$ cat src/bbf_pkg.sv
// Shared constants, types and states of the binary block framer
package bbf_pkg;

	// ****************************************************************
	// Marker and escape bytes
	// ****************************************************************
	localparam logic [7:0]  MARK_START   = 8'hFE;
	localparam logic [7:0]  MARK_END     = 8'hFF;
	localparam logic [7:0]  MARK_ESC     = 8'hFD;

	// ****************************************************************
	// Field sizes and limits
	// ****************************************************************
	localparam int          LEN_W        = 16;
	localparam int          CK_W         = 16;
	localparam logic [15:0] HDR_BYTES    = 16'h0003;
	localparam logic [15:0] PAY_MIN      = 16'h0001;
	localparam logic [15:0] PAY_MAX      = 16'h03FF;
	localparam int          FIFO_DEPTH   = 32;
	localparam logic [15:0] CK_RESET     = 16'h0000;

	// ****************************************************************
	// Carriers
	// ****************************************************************
	typedef struct packed {
		logic [7:0]  blk_type;
		logic [15:0] pay_len;
	} bbf_req_s;

	typedef struct packed {
		logic [7:0] data;
		logic       last;
	} bbf_byte_s;

	typedef enum logic [3:0] {
		ST_IDLE, ST_START, ST_TYPE, ST_LEN_HI, ST_LEN_LO,
		ST_PAYLOAD, ST_CK_HI, ST_CK_LO, ST_END
	} bbf_state_e;

endpackage : bbf_pkg

$ cat src/bbf_fifo.sv
// Parameterised flip-flop FIFO with valid and ready on both sides
`timescale 1ns/1ps
module bbf_fifo #(
	parameter int W     = 9,
	parameter int DEPTH = 32
) (
	input  wire logic         clk_sys,   // System clock
	input  wire logic         rstn,      // Asynchronous reset, active low
	input  wire logic [W-1:0] in_data,   // Write data
	input  wire logic         in_valid,  // Write request
	output logic              in_ready,  // Space available
	output logic      [W-1:0] out_data,  // Head entry
	output logic              out_valid, // Head entry present
	input  wire logic         out_ready  // Head entry taken
);
	localparam int AW = (DEPTH > 1) ? $clog2(DEPTH) : 1;

	logic [W-1:0]  mem_r [DEPTH];
	logic [AW-1:0] wr_ptr_r;
	logic [AW-1:0] rd_ptr_r;
	logic [AW:0]   count_r;
	logic          push;
	logic          pop;

	assign in_ready  = (count_r != (AW+1)'(DEPTH));
	assign out_valid = (count_r != '0);
	assign push      = in_valid && in_ready;
	assign pop       = out_valid && out_ready;
	assign out_data  = mem_r[rd_ptr_r];

	always_ff @(posedge clk_sys)
	begin
		if (push)
			mem_r[wr_ptr_r] <= in_data;
	end

	always_ff @(posedge clk_sys or negedge rstn)
	begin
		if (!rstn)
		begin
			wr_ptr_r <= '0;
			rd_ptr_r <= '0;
			count_r  <= '0;
		end
		else
		begin
			if (push)
				wr_ptr_r <= (wr_ptr_r == AW'(DEPTH - 1)) ? '0 : wr_ptr_r + 1'b1;
			if (pop)
				rd_ptr_r <= (rd_ptr_r == AW'(DEPTH - 1)) ? '0 : rd_ptr_r + 1'b1;
			if (push && !pop)
				count_r <= count_r + 1'b1;
			else if (pop && !push)
				count_r <= count_r - 1'b1;
		end
	end

endmodule : bbf_fifo

$ cat src/bbf_framer.sv
// Binary block framer: wraps payloads into marked, checksummed, stuffed blocks
//
// What this block does
// - Every block opens with the start marker byte FE.
// - Every block closes with the end marker byte FF.
// - Byte FD is the escape prefix announcing an altered reserved value.
// - Stuffing touches only bytes between the markers; markers go out untouched.
// - Body bytes FD, FE, FF become FD 00, FD 01, FD 02.
// - An escape pair counts as one byte when bytes are counted.
// - Payload bytes may take any value from 00 to FF.
// - Most significant part goes first; multi-byte fields go high byte first.
// - The byte after the start marker is the block type identifier.
// - Two-byte length counts type, length and payload; payload is 1 to 1023.
// - Two-byte checksum, sum mod 65536 of type, length and payload, precedes end.
// - Numeric fields are fixed-point binary unless a field says otherwise.
// - Signed fields are two's complement unless a field says otherwise.
`timescale 1ns/1ps
module bbf_framer #(
	parameter int PAY_FIFO_DEPTH = bbf_pkg::FIFO_DEPTH
) (
	input  wire logic              clk_sys,     // System clock, 200 MHz
	input  wire logic              rstn,        // Asynchronous reset, active low
	input  wire bbf_pkg::bbf_req_s req,         // Block type and payload length
	input  wire logic              req_valid,   // Block request offered
	output logic                   req_ready,   // Block request taken
	input  wire bbf_pkg::bbf_byte_s pay_in,     // Payload byte with last flag
	input  wire logic              pay_valid,   // Payload byte offered
	output logic                   pay_ready,   // Payload byte taken
	output logic             [7:0] tx_byte,     // Line byte
	output logic                   tx_valid,    // Line byte present
	input  wire logic              tx_ready,    // Line byte taken
	output logic                   busy,        // Block in progress
	output logic                   req_err,     // Request refused, bad length
	output logic                   len_err,     // Last flag disagrees with length
	output logic             [7:0] blk_count,   // Blocks completed, wraps
	output logic            [15:0] last_cksum   // Checksum of the last block
);

	// ****************************************************************
	// Declarations
	// ****************************************************************
	bbf_pkg::bbf_state_e state_r;
	bbf_pkg::bbf_state_e state_nxt;
	bbf_pkg::bbf_byte_s  fifo_data;
	logic                fifo_valid;
	logic                fifo_ready;
	logic [7:0]          blk_type_r;
	logic [15:0]         len_r;
	logic [15:0]         pay_left_r;
	logic [15:0]         cksum_r;
	logic [15:0]         body_cnt_r;
	logic                last_seen_r;
	logic                req_err_r;
	logic                len_err_r;
	logic [7:0]          blk_count_r;
	logic [15:0]         last_cksum_r;
	logic [7:0]          st_byte;
	logic                st_body;
	logic                st_sum;
	logic                st_valid;
	logic                st_ready;
	logic                st_take;
	logic                req_take;
	logic                req_ok;

	// ****************************************************************
	// Helpers
	// ****************************************************************
	function automatic logic len_in_range(input logic [15:0] n);
		len_in_range = (n >= bbf_pkg::PAY_MIN) && (n <= bbf_pkg::PAY_MAX);
	endfunction : len_in_range

	function automatic logic [15:0] add_byte(input logic [15:0] acc,
		input logic [7:0] b);
		// Carry out of bit 15 is dropped, giving the sum modulo 2^16
		add_byte = acc + {8'h00, b};
	endfunction : add_byte

	// ****************************************************************
	// Payload buffer
	// ****************************************************************
	// The producer may run ahead of the line by up to the FIFO depth;
	// once full, pay_ready drops and the producer is held off.
	bbf_fifo #(
		.W     ($bits(bbf_pkg::bbf_byte_s)),
		.DEPTH (PAY_FIFO_DEPTH)
	) u_pay_fifo (
		.clk_sys   (clk_sys),
		.rstn      (rstn),
		.in_data   (pay_in),
		.in_valid  (pay_valid),
		.in_ready  (pay_ready),
		.out_data  (fifo_data),
		.out_valid (fifo_valid),
		.out_ready (fifo_ready)
	);

	// ****************************************************************
	// Escape stuffer on the line side
	// ****************************************************************
	bbf_stuffer u_stuffer (
		.clk_sys   (clk_sys),
		.rstn      (rstn),
		.in_byte   (st_byte),
		.in_body   (st_body),
		.in_valid  (st_valid),
		.in_ready  (st_ready),
		.out_byte  (tx_byte),
		.out_valid (tx_valid),
		.out_ready (tx_ready)
	);

	// ****************************************************************
	// Request acceptance
	// ****************************************************************
	assign req_ready = (state_r == bbf_pkg::ST_IDLE);
	assign req_take  = req_valid && req_ready;
	assign req_ok    = len_in_range(req.pay_len);

	// ****************************************************************
	// Raw byte selection for the stuffer
	// ****************************************************************
	always_comb
	begin
		st_byte  = 8'h00;
		st_body  = 1'b1;
		st_sum   = 1'b0;
		st_valid = 1'b0;
		case (state_r)
			bbf_pkg::ST_START:
			begin
				st_byte  = bbf_pkg::MARK_START;
				st_body  = 1'b0;
				st_valid = 1'b1;
			end
			bbf_pkg::ST_TYPE:
			begin
				st_byte  = blk_type_r;
				st_sum   = 1'b1;
				st_valid = 1'b1;
			end
			bbf_pkg::ST_LEN_HI:
			begin
				st_byte  = len_r[15:8];
				st_sum   = 1'b1;
				st_valid = 1'b1;
			end
			bbf_pkg::ST_LEN_LO:
			begin
				st_byte  = len_r[7:0];
				st_sum   = 1'b1;
				st_valid = 1'b1;
			end
			bbf_pkg::ST_PAYLOAD:
			begin
				// Payload is passed bit for bit; number formats are the producer's
				st_byte  = fifo_data.data;
				st_sum   = 1'b1;
				st_valid = fifo_valid;
			end
			bbf_pkg::ST_CK_HI:
			begin
				st_byte  = cksum_r[15:8];
				st_valid = 1'b1;
			end
			bbf_pkg::ST_CK_LO:
			begin
				st_byte  = cksum_r[7:0];
				st_valid = 1'b1;
			end
			bbf_pkg::ST_END:
			begin
				st_byte  = bbf_pkg::MARK_END;
				st_body  = 1'b0;
				st_valid = 1'b1;
			end
			default:
			begin
				st_byte  = 8'h00;
				st_valid = 1'b0;
			end
		endcase
	end

	assign st_take    = st_valid && st_ready;
	assign fifo_ready = (state_r == bbf_pkg::ST_PAYLOAD) && st_ready;

	// ****************************************************************
	// Sequencer
	// ****************************************************************
	always_comb
	begin
		state_nxt = state_r;
		case (state_r)
			bbf_pkg::ST_IDLE:
				if (req_take && req_ok)
					state_nxt = bbf_pkg::ST_START;
			bbf_pkg::ST_START:
				if (st_take)
					state_nxt = bbf_pkg::ST_TYPE;
			bbf_pkg::ST_TYPE:
				if (st_take)
					state_nxt = bbf_pkg::ST_LEN_HI;
			bbf_pkg::ST_LEN_HI:
				if (st_take)
					state_nxt = bbf_pkg::ST_LEN_LO;
			bbf_pkg::ST_LEN_LO:
				if (st_take)
					state_nxt = bbf_pkg::ST_PAYLOAD;
			bbf_pkg::ST_PAYLOAD:
				if (st_take && (pay_left_r == 16'h0001))
					state_nxt = bbf_pkg::ST_CK_HI;
			bbf_pkg::ST_CK_HI:
				if (st_take)
					state_nxt = bbf_pkg::ST_CK_LO;
			bbf_pkg::ST_CK_LO:
				if (st_take)
					state_nxt = bbf_pkg::ST_END;
			bbf_pkg::ST_END:
				if (st_take)
					state_nxt = bbf_pkg::ST_IDLE;
			default:
				state_nxt = bbf_pkg::ST_IDLE;
		endcase
	end

	always_ff @(posedge clk_sys or negedge rstn)
	begin
		if (!rstn)
			state_r <= bbf_pkg::ST_IDLE;
		else
			state_r <= state_nxt;
	end

	// ****************************************************************
	// Block header capture
	// ****************************************************************
	always_ff @(posedge clk_sys or negedge rstn)
	begin
		if (!rstn)
		begin
			blk_type_r <= 8'h00;
			len_r      <= 16'h0000;
		end
		else if (req_take && req_ok)
		begin
			blk_type_r <= req.blk_type;
			len_r      <= req.pay_len + bbf_pkg::HDR_BYTES;
		end
	end

	// ****************************************************************
	// Payload countdown
	// ****************************************************************
	always_ff @(posedge clk_sys or negedge rstn)
	begin
		if (!rstn)
			pay_left_r <= 16'h0000;
		else if (req_take && req_ok)
			pay_left_r <= req.pay_len;
		else if ((state_r == bbf_pkg::ST_PAYLOAD) && st_take)
			pay_left_r <= pay_left_r - 16'h0001;
	end

	// ****************************************************************
	// Checksum and body count over unstuffed bytes
	// ****************************************************************
	// Both are taken on the raw byte before the stuffer, so an escape
	// pair on the line is summed and counted once.
	always_ff @(posedge clk_sys or negedge rstn)
	begin
		if (!rstn)
			cksum_r <= bbf_pkg::CK_RESET;
		else if ((state_r == bbf_pkg::ST_START) && st_take)
			cksum_r <= bbf_pkg::CK_RESET;
		else if (st_take && st_sum)
			cksum_r <= add_byte(cksum_r, st_byte);
	end

	always_ff @(posedge clk_sys or negedge rstn)
	begin
		if (!rstn)
			body_cnt_r <= 16'h0000;
		else if ((state_r == bbf_pkg::ST_START) && st_take)
			body_cnt_r <= 16'h0000;
		else if (st_take && st_sum)
			body_cnt_r <= body_cnt_r + 16'h0001;
	end

	// ****************************************************************
	// Last flag agreement
	// ****************************************************************
	// The declared length wins: the framer always takes exactly that many
	// payload bytes, and a stray or missing last flag is only reported.
	always_ff @(posedge clk_sys or negedge rstn)
	begin
		if (!rstn)
			last_seen_r <= 1'b0;
		else if ((state_r == bbf_pkg::ST_START) && st_take)
			last_seen_r <= 1'b0;
		else if ((state_r == bbf_pkg::ST_PAYLOAD) && st_take)
			last_seen_r <= fifo_data.last;
	end

	always_ff @(posedge clk_sys or negedge rstn)
	begin
		if (!rstn)
			len_err_r <= 1'b0;
		else if ((state_r == bbf_pkg::ST_PAYLOAD) && st_take)
			len_err_r <= fifo_data.last != (pay_left_r == 16'h0001);
		else if ((state_r == bbf_pkg::ST_CK_HI) && st_take)
			len_err_r <= (body_cnt_r != len_r) || !last_seen_r;
		else
			len_err_r <= 1'b0;
	end

	// ****************************************************************
	// Request refusal
	// ****************************************************************
	always_ff @(posedge clk_sys or negedge rstn)
	begin
		if (!rstn)
			req_err_r <= 1'b0;
		else
			req_err_r <= req_take && !req_ok;
	end

	// ****************************************************************
	// Status of finished blocks
	// ****************************************************************
	always_ff @(posedge clk_sys or negedge rstn)
	begin
		if (!rstn)
		begin
			blk_count_r  <= 8'h00;
			last_cksum_r <= bbf_pkg::CK_RESET;
		end
		else if ((state_r == bbf_pkg::ST_END) && st_take)
		begin
			blk_count_r  <= blk_count_r + 8'h01;
			last_cksum_r <= cksum_r;
		end
	end

	// ****************************************************************
	// Outputs
	// ****************************************************************
	assign busy       = (state_r != bbf_pkg::ST_IDLE);
	assign req_err    = req_err_r;
	assign len_err    = len_err_r;
	assign blk_count  = blk_count_r;
	assign last_cksum = last_cksum_r;

endmodule : bbf_framer

$ cat src/bbf_stuffer.sv
// Escape stuffer: turns reserved body bytes into two-byte escape pairs
`timescale 1ns/1ps
module bbf_stuffer (
	input  wire logic       clk_sys,   // System clock
	input  wire logic       rstn,      // Asynchronous reset, active low
	input  wire logic [7:0] in_byte,   // Raw byte
	input  wire logic       in_body,   // Byte lies between the markers
	input  wire logic       in_valid,  // Raw byte offered
	output logic            in_ready,  // Raw byte taken
	output logic      [7:0] out_byte,  // Line byte
	output logic            out_valid, // Line byte present
	input  wire logic       out_ready  // Line byte taken
);
	logic [7:0] out_byte_r;
	logic       out_valid_r;
	logic [7:0] pend_byte_r;
	logic       pend_r;
	logic       advance;

	assign advance   = !out_valid_r || out_ready;
	// A pending second escape byte blocks new input for one slot
	assign in_ready  = advance && !pend_r;
	assign out_byte  = out_byte_r;
	assign out_valid = out_valid_r;

	always_ff @(posedge clk_sys or negedge rstn)
	begin
		if (!rstn)
		begin
			out_byte_r  <= 8'h00;
			out_valid_r <= 1'b0;
			pend_byte_r <= 8'h00;
			pend_r      <= 1'b0;
		end
		else if (advance)
		begin
			if (pend_r)
			begin
				out_byte_r  <= pend_byte_r;
				out_valid_r <= 1'b1;
				pend_r      <= 1'b0;
			end
			else if (in_valid)
			begin
				out_valid_r <= 1'b1;
				if (in_body && (in_byte >= bbf_pkg::MARK_ESC))
				begin
					out_byte_r  <= bbf_pkg::MARK_ESC;
					pend_byte_r <= in_byte - bbf_pkg::MARK_ESC;
					pend_r      <= 1'b1;
				end
				else
					out_byte_r <= in_byte;
			end
			else
				out_valid_r <= 1'b0;
		end
	end

endmodule : bbf_stuffer

$ cat config.mk
export PLATFORM = sky130hd
export DESIGN_NAME = bbf_framer
export DESIGN_NICKNAME = d
export VERILOG_FILES = /design/src/bbf_pkg.sv /design/src/bbf_fifo.sv /design/src/bbf_framer.sv /design/src/bbf_stuffer.sv
export SDC_FILE = /design/constraint.sdc
export NUM_CORES = 1
export LEC_CHECK = 0
export BUFFER_PORTS_ARGS = -buffer_cell sky130_fd_sc_hd__buf_2
export CAP_MARGIN = 20
export CORE_ASPECT_RATIO = 1.5
export CORE_MARGIN = 3
export CORE_UTILIZATION = 53
export CTS_CLUSTER_SIZE = 20
export DETAILED_ROUTE_END_ITERATION = 8
export GPL_TIMING_DRIVEN = 0
export PLACE_DENSITY = 0.7
export SLEW_MARGIN = 30
export SYNTH_ARGS = -nofsm -noshare
export SYNTH_HDL_FRONTEND = slang
export SYNTH_SLANG_ARGS = --single-unit
$ cat constraint.sdc
create_clock -name clk_sys -period 6.6 [get_ports clk_sys]
set_clock_uncertainty 0.05 [all_clocks]
set_input_delay 0.99 -clock clk_sys [delete_from_list [all_inputs] [get_ports clk_sys]]
set_output_delay 0.99 -clock clk_sys [all_outputs]
set_load 0.01 [all_outputs]
# --- After elaboration in Yosys (flattened, before gate mapping) ---
# Memories as Yosys holds them, arrays and structs flattened.
# Index checks and enable logic that the tools add are counted.
word_totals:
  reg_bits: 137
  ramBits: 288
  input_bits: 38
  output_inout_bits: 38
  wordCells: 134
  memories: 1
op_classes:
  add_sub_neg: 10
  n_lt_le_gt_ge: 3
  n_eq_ne: 23
  n_mux: 38
  bitwise: 1
  n_reduce_logical: 40
memory_table:
  columns: ["name", "depth", "word_bits", "rd", "rd_clocked_by_memory_dff", "wr", "line_no", "rtl"]
  rows:
  - ["u_pay_fifo.mem_r", 32, 9, 1, 0, 1, "bbf_fifo.sv:18", "logic [W-1:0] mem_r [DEPTH];"]
ops:
  columns: ["cell", "n"]
  rows:
  - ["16-bit two-way mux", 6]
  - ["8-bit case mux with 8 select lines", 1]
  - ["4-bit two-way mux", 9]
  - ["4-bit case mux with 9 select lines", 1]
  - ["8-bit two-way mux", 3]
  - ["1-bit logical AND", 18]
  - ["16-bit by 1-bit adder with 16-bit output, second input constant", 1]
  - ["16-bit by 2-bit adder with 16-bit output, second input constant", 1]
  - ["16-bit by 8-bit adder with 16-bit output", 1]
  - ["16-bit by 1-bit == test with 1-bit output, second input constant", 1]
  - ["4-bit by 3-bit == test with 1-bit output, second input constant", 4]
  - ["16-bit by 1-bit >= comparator with 1-bit output, second input constant", 1]
  - ["16-bit by 10-bit <= comparator with 1-bit output, second input constant", 1]
  - ["16-bit != test", 1]
  - ["16-bit by 1-bit subtractor with 16-bit output, second input constant", 1]
  - ["2-bit != test, second input constant", 7]
  - ["1-bit two-way mux", 13]
  - ["6-bit two-way mux", 2]
  - ["5-bit by 1-bit adder with 5-bit output, second input constant", 2]
  - ["5-bit == test, second input constant", 2]
  - ["5-bit two-way mux", 2]
  - ["2-bit nonzero test", 5]
  - ["9-bit AND reduction", 1]
  - ["8-bit by 1-bit adder with 8-bit output, second input constant", 1]
  - ["other kinds (22)", 30]

# --- Longest topological paths before layout ---
logic_depth:
  word_depth: 8
  ltp_mapped: 19
  mapped_depth_nobuf: 15

# --- Cells and area by module ---
# From an unflattened synthesis, not the netlist that was laid out.
hier_totals:
  hier_cells: 1373
  area_unflattened_um2: 19078.3
by_module_without_submodules:
  columns: ["module", "n_inst", "cells_per_inst", "area_each_um2", "seq_area_each_um2"]
  rows:
  - ["bbf_fifo", 1, 632, 12248.0, 9048.7]
  - ["bbf_framer", 1, 658, 5906.9, 2577.5]
  - ["bbf_stuffer", 1, 83, 923.4, 450.4]

# --- Least setup slack after synthesis ---
# No wires, ideal clock.
synth_timing:
  path_type: "reg2reg"
  startpoint: "register u_pay_fifo.rd_ptr_r[0]"
  endpoint: "register cksum_r[14]"
  setup_ns: 0.078
  arrival_ns: 3.929
  required_time_ns: 6.472
  setup_slack_ns: 2.543
  stages_incl_launch_ff: 17
  n_path_buf: 2
  period_less_slack_ns: 4.057
  cell_sequence: "dfrtp_1 buf_6 buf_6 mux4_2 mux4_2 mux2_2 a22oi_1 o22a_1 inv_1 ha_1 nand2_1 o21a_1 a311oi_1 a211o_1 a211oi_1 or4_1 a21oi_1"
synth_via:
  elab_chain_cells: 5
synth_lines:
  columns: ["element", "line_no", "rtl"]
  rows:
  - ["start: declaration", "bbf_fifo.sv:20", "logic [AW-1:0] rd_ptr_r;"]
  - ["start signal: assignment", "bbf_fifo.sv:50", "rd_ptr_r <= (rd_ptr_r == AW'(DEPTH - 1)) ? '0 : rd_ptr_r + 1'b1;"]
  - ["memory 32 x 9 bit", null, null]
  - ["8-bit case mux with 8 select lines", "bbf_framer.sv:129", "case (state_r)"]
  - ["16-bit by 8-bit adder with 16-bit output", "bbf_framer.sv:76", "add_byte = acc + {8'h00, b};"]
  - ["16-bit two-way mux", "bbf_framer.sv:276", "else if (st_take && st_sum)"]
  - ["16-bit two-way mux", "bbf_framer.sv:274", "else if ((state_r == bbf_pkg::ST_START) && st_take)"]
  - ["end signal: assignment", "bbf_framer.sv:273", "cksum_r <= bbf_pkg::CK_RESET;"]
  - ["end signal: assignment", "bbf_framer.sv:275", "cksum_r <= bbf_pkg::CK_RESET;"]
  - ["end signal: assignment", "bbf_framer.sv:277", "cksum_r <= add_byte(cksum_r, st_byte);"]
  - ["end: declaration", "bbf_framer.sv:50", "logic [15:0] cksum_r;"]
# Every way passes these cells. The select of a mux whose other input is x is not followed.
# A chain may end at the register's enable or synchronous reset.

# --- Worst setup path after layout ---
layout_timing:
  startpoint: "register u_pay_fifo.rd_ptr_r[1]"
  endpoint: "register cksum_r[14]"
# The elaborated chain is that of the path after synthesis.

==> results.tsv <==
metric	value	unit
FF/Latch Area	0.0121	mm2
worst setup margin	1.66	ns
die area	0.0381	mm2
TritonCTS clock tree	done	
Reg clk slew, reported paths	0.06	ns
CTS Hold Bufs	0	
Final Hold Viols	0	
CP Capture Type	flop	
Syn Nets	1347	
CP Launch Type	flop	
Power Density	390	mW/mm2
vias per inst	6.07	
Core Rows	84	
first-pass GRT wire length	69.6	mm
final period utilization	0.749	
worst-case reg-to-reg path depth	18	
CP max stage cell	mux4_2	
actual slew at the worst max-slew pin	0.982	ns
# Post-CTS Setup Buffers	0	
Critical Path RT	6.95	ns
HP Class	in -> async	
post-cts gate resize count	0	
remaining antenna violation count after routing	0	
layout cells sized above 1	0.218	
CP max stage delay	0.50	ns
Yosys Warn Count	0	
Slew Limit Fails	0	
Clk Latency, worst-skew pair	0.55	ns
Crit Reg-Reg Endpoint	cksum_r[14]	
Static Leakage	0.00794	uW
net count reported at finish	1466	
total global-route track usage	0.243	
number of synthesized flops with an enable pin	288	
post-synthesis sequential area ratio	0.637	
crit-path max FO	10	
crit path cell chain	clkbuf_1 -> buf_2 -> buf_2 -> buf_4 -> mux4_2 -> mux4_2 -> mux2i_1 -> o221a_2 -> inv_1 -> ha_1 -> ha_1 -> nor2_1 -> o21a_1 -> a311oi_1 -> a211o_1 -> a211oi_1 -> or4_1 -> a21oi_1	
Area Overhead vs Synth	12.4	%
area of the multi-input gates	0.00645	mm2
clk root buf	clkbuf_16	
drt drc	0	
Iter 0 DRT Violations	910	
dominant register cell in the synthesized netlist	edfxtp_1	
largest net degree at the start of global routing	82	
DR WL/cell	24.1	um
Gate Count Post-Synth	1280	
leading cell type in the layout, fill and taps excluded	edfxtp_1	
final core utilization	0.605	
total number of vias	11500	
Max Root-Sink Buffers	3	
H-tree lvl count	2	
Crit Path Category	reg -> reg	
number of antenna diodes	0	
FF-to-FF setup slack	1.66	ns
DR pass1 iterations	7	
Final Wtd Congestion	0.944	
ys async rst share	0.322	
Initial Util	0.538	
setup repair after global routing missed its margin	false	
fillers	2688	
vias in the first global route	11800	
Worst IR Drop VDD	0.307	mV
port bufs	75	
maxcap violations	0	
Clock Sink Count	425	
Seq cells post-synth	425	
commonest non-fill, non-tap cells in the layout	edfxtp_1 (288), dfrtp_1 (137), nand2_1 (96), buf_2 (83), nor2_1 (68)	
Core Box Area	0.0352	mm2
hpwl dp	31.4	mm
pre-CTS WS	1.68	ns
Setup TNS Final	0	ns
crit path DAT	5.30	ns
post-synthesis cell type count	75	
syn avg cell area	14.8	um2
Syn Std Cell Area	0.0189	mm2
Die Y	238	um
f_max	0.202	GHz
Rel. slew slack	0.345	
die width	160	um
final setup vio count	0	
dpl cell area	0.0200	mm2
grt ovf	0	
cts bufs inserted	41	
antenna violations before repair	0	
num ports	76	
run status	complete, no violations	
launching point of the worst reg2reg path	u_pay_fifo.rd_ptr_r[1]	
routed wire length	45.8	mm
min cycle time layout	4.94	ns
cell area after layout	0.0213	mm2
==> where the power goes <==
group	internal [uW]	switching, uW	total [uW]
registers	3150	220	3370
logic	1150	1560	2710
clock network	1240	1000	2240
total	5530	2780	8310
==> critical path, delay by kind of cell (launching register included) <==
kind            cells  cell delay [ns]
fa+ha+maj           2             0.46
buf+inv             5             1.22
flops               1             0.40
mux                 3             1.14
compound gates      6             1.23
simple gates        2             0.28
==> sequential cells by signal (all words and copies together) (netlist names), 5 cells and up <==
| signal | flops |
|---|---|
| body_cnt_r | 16 |
| pay_left_r | 16 |
| blk_type_r | 8 |
| u_stuffer.out_byte | 8 |
| len_r | 16 |
| u_pay_fifo.count_r | 6 |
| u_stuffer.pend_byte_r | 8 |
| u_pay_fifo.rd_ptr_r | 5 |
| cksum_r | 16 |
| u_pay_fifo.wr_ptr_r | 5 |
| blk_count | 8 |
| u_pay_fifo.mem_r | 288 |
| last_cksum | 16 |
==> routing by layer <==
metal / global-route usage / part of all wire / vias up / wire length, um
li1: - / - / 5143 / -
met1: 0.288 / 0.37 / 5862 / 16800
met2: 0.428 / 0.53 / 412 / 24100
met3: 0.0364 / 0.050 / 131 / 2270
met4: 0.126 / 0.057 / 0 / 2600
met5: 0 / 0 / - / 0
==> cells in the mapped netlist, drive strengths merged, types with 23 or more instances <==
| cell | n | area, um2 |
|---|---|---|
| ha | 28 | 350 |
| dfrtp | 137 | 3430 |
| nor2 | 100 | 375 |
| a21oi | 46 | 230 |
| xnor2 | 40 | 350 |
| o21ai | 57 | 285 |
| clkbuf | 33 | 131 |
| inv | 23 | 86.3 |
| mux4 | 83 | 1950 |
| mux2 | 44 | 495 |
| xor2 | 27 | 236 |
| nand2 | 96 | 360 |
| buf | 32 | 278 |
| nand3 | 36 | 180 |
| edfxtp | 288 | 8650 |
==> kinds of logic after synthesis <==
group	share of synthesized area
xor gates and xnor gates	0.0310
buffers and inverters	0.0265
AOI/OAI and AO/OA	0.0585
and+or+nand+nor	0.0895
DFF	0.637
adders and majority gates	0.0195
muxes	0.138
==> stage by stage <==
step           hold slack (ns)  instances  total power [uW]
6_report                 0.377       1902              8310
5_1_grt                  0.408       1902              8750
4_1_cts                  0.389       1902              8380
3_5_place_dp             0.422       1829              6130
3_3_place_gp             0.411       1828              6050
2_1_floorplan            0.399       1280              5280
==> cell type report <==
class | instances | share of cell area
Buffer | 65 | 0.0192
Clock buffer | 53 | 0.0522
Clock inverter | 20 | 0.00746
Inverter | 25 | 0.00440
Multi-Input combinational cell | 765 | 0.303
Sequential cell | 425 | 0.567
Tap cell | 473 | 0.0278
Timing Repair Buffer | 76 | 0.0194
==> worst max-delay path by stage <==
stage                                       from     endpoint  cells past startpoint
after floorplan           u_pay_fifo.rd_ptr_r[0]  cksum_r[14]                     16
after global placement    u_pay_fifo.rd_ptr_r[1]  cksum_r[14]                     18
after detailed placement  u_pay_fifo.rd_ptr_r[1]  cksum_r[14]                     18
after CTS                 u_pay_fifo.rd_ptr_r[1]  cksum_r[14]                     18
after global routing      u_pay_fifo.rd_ptr_r[1]   cksum_r[8]                     18
final                     u_pay_fifo.rd_ptr_r[1]  cksum_r[14]                     18
Power figures use the tool's default switching activity.
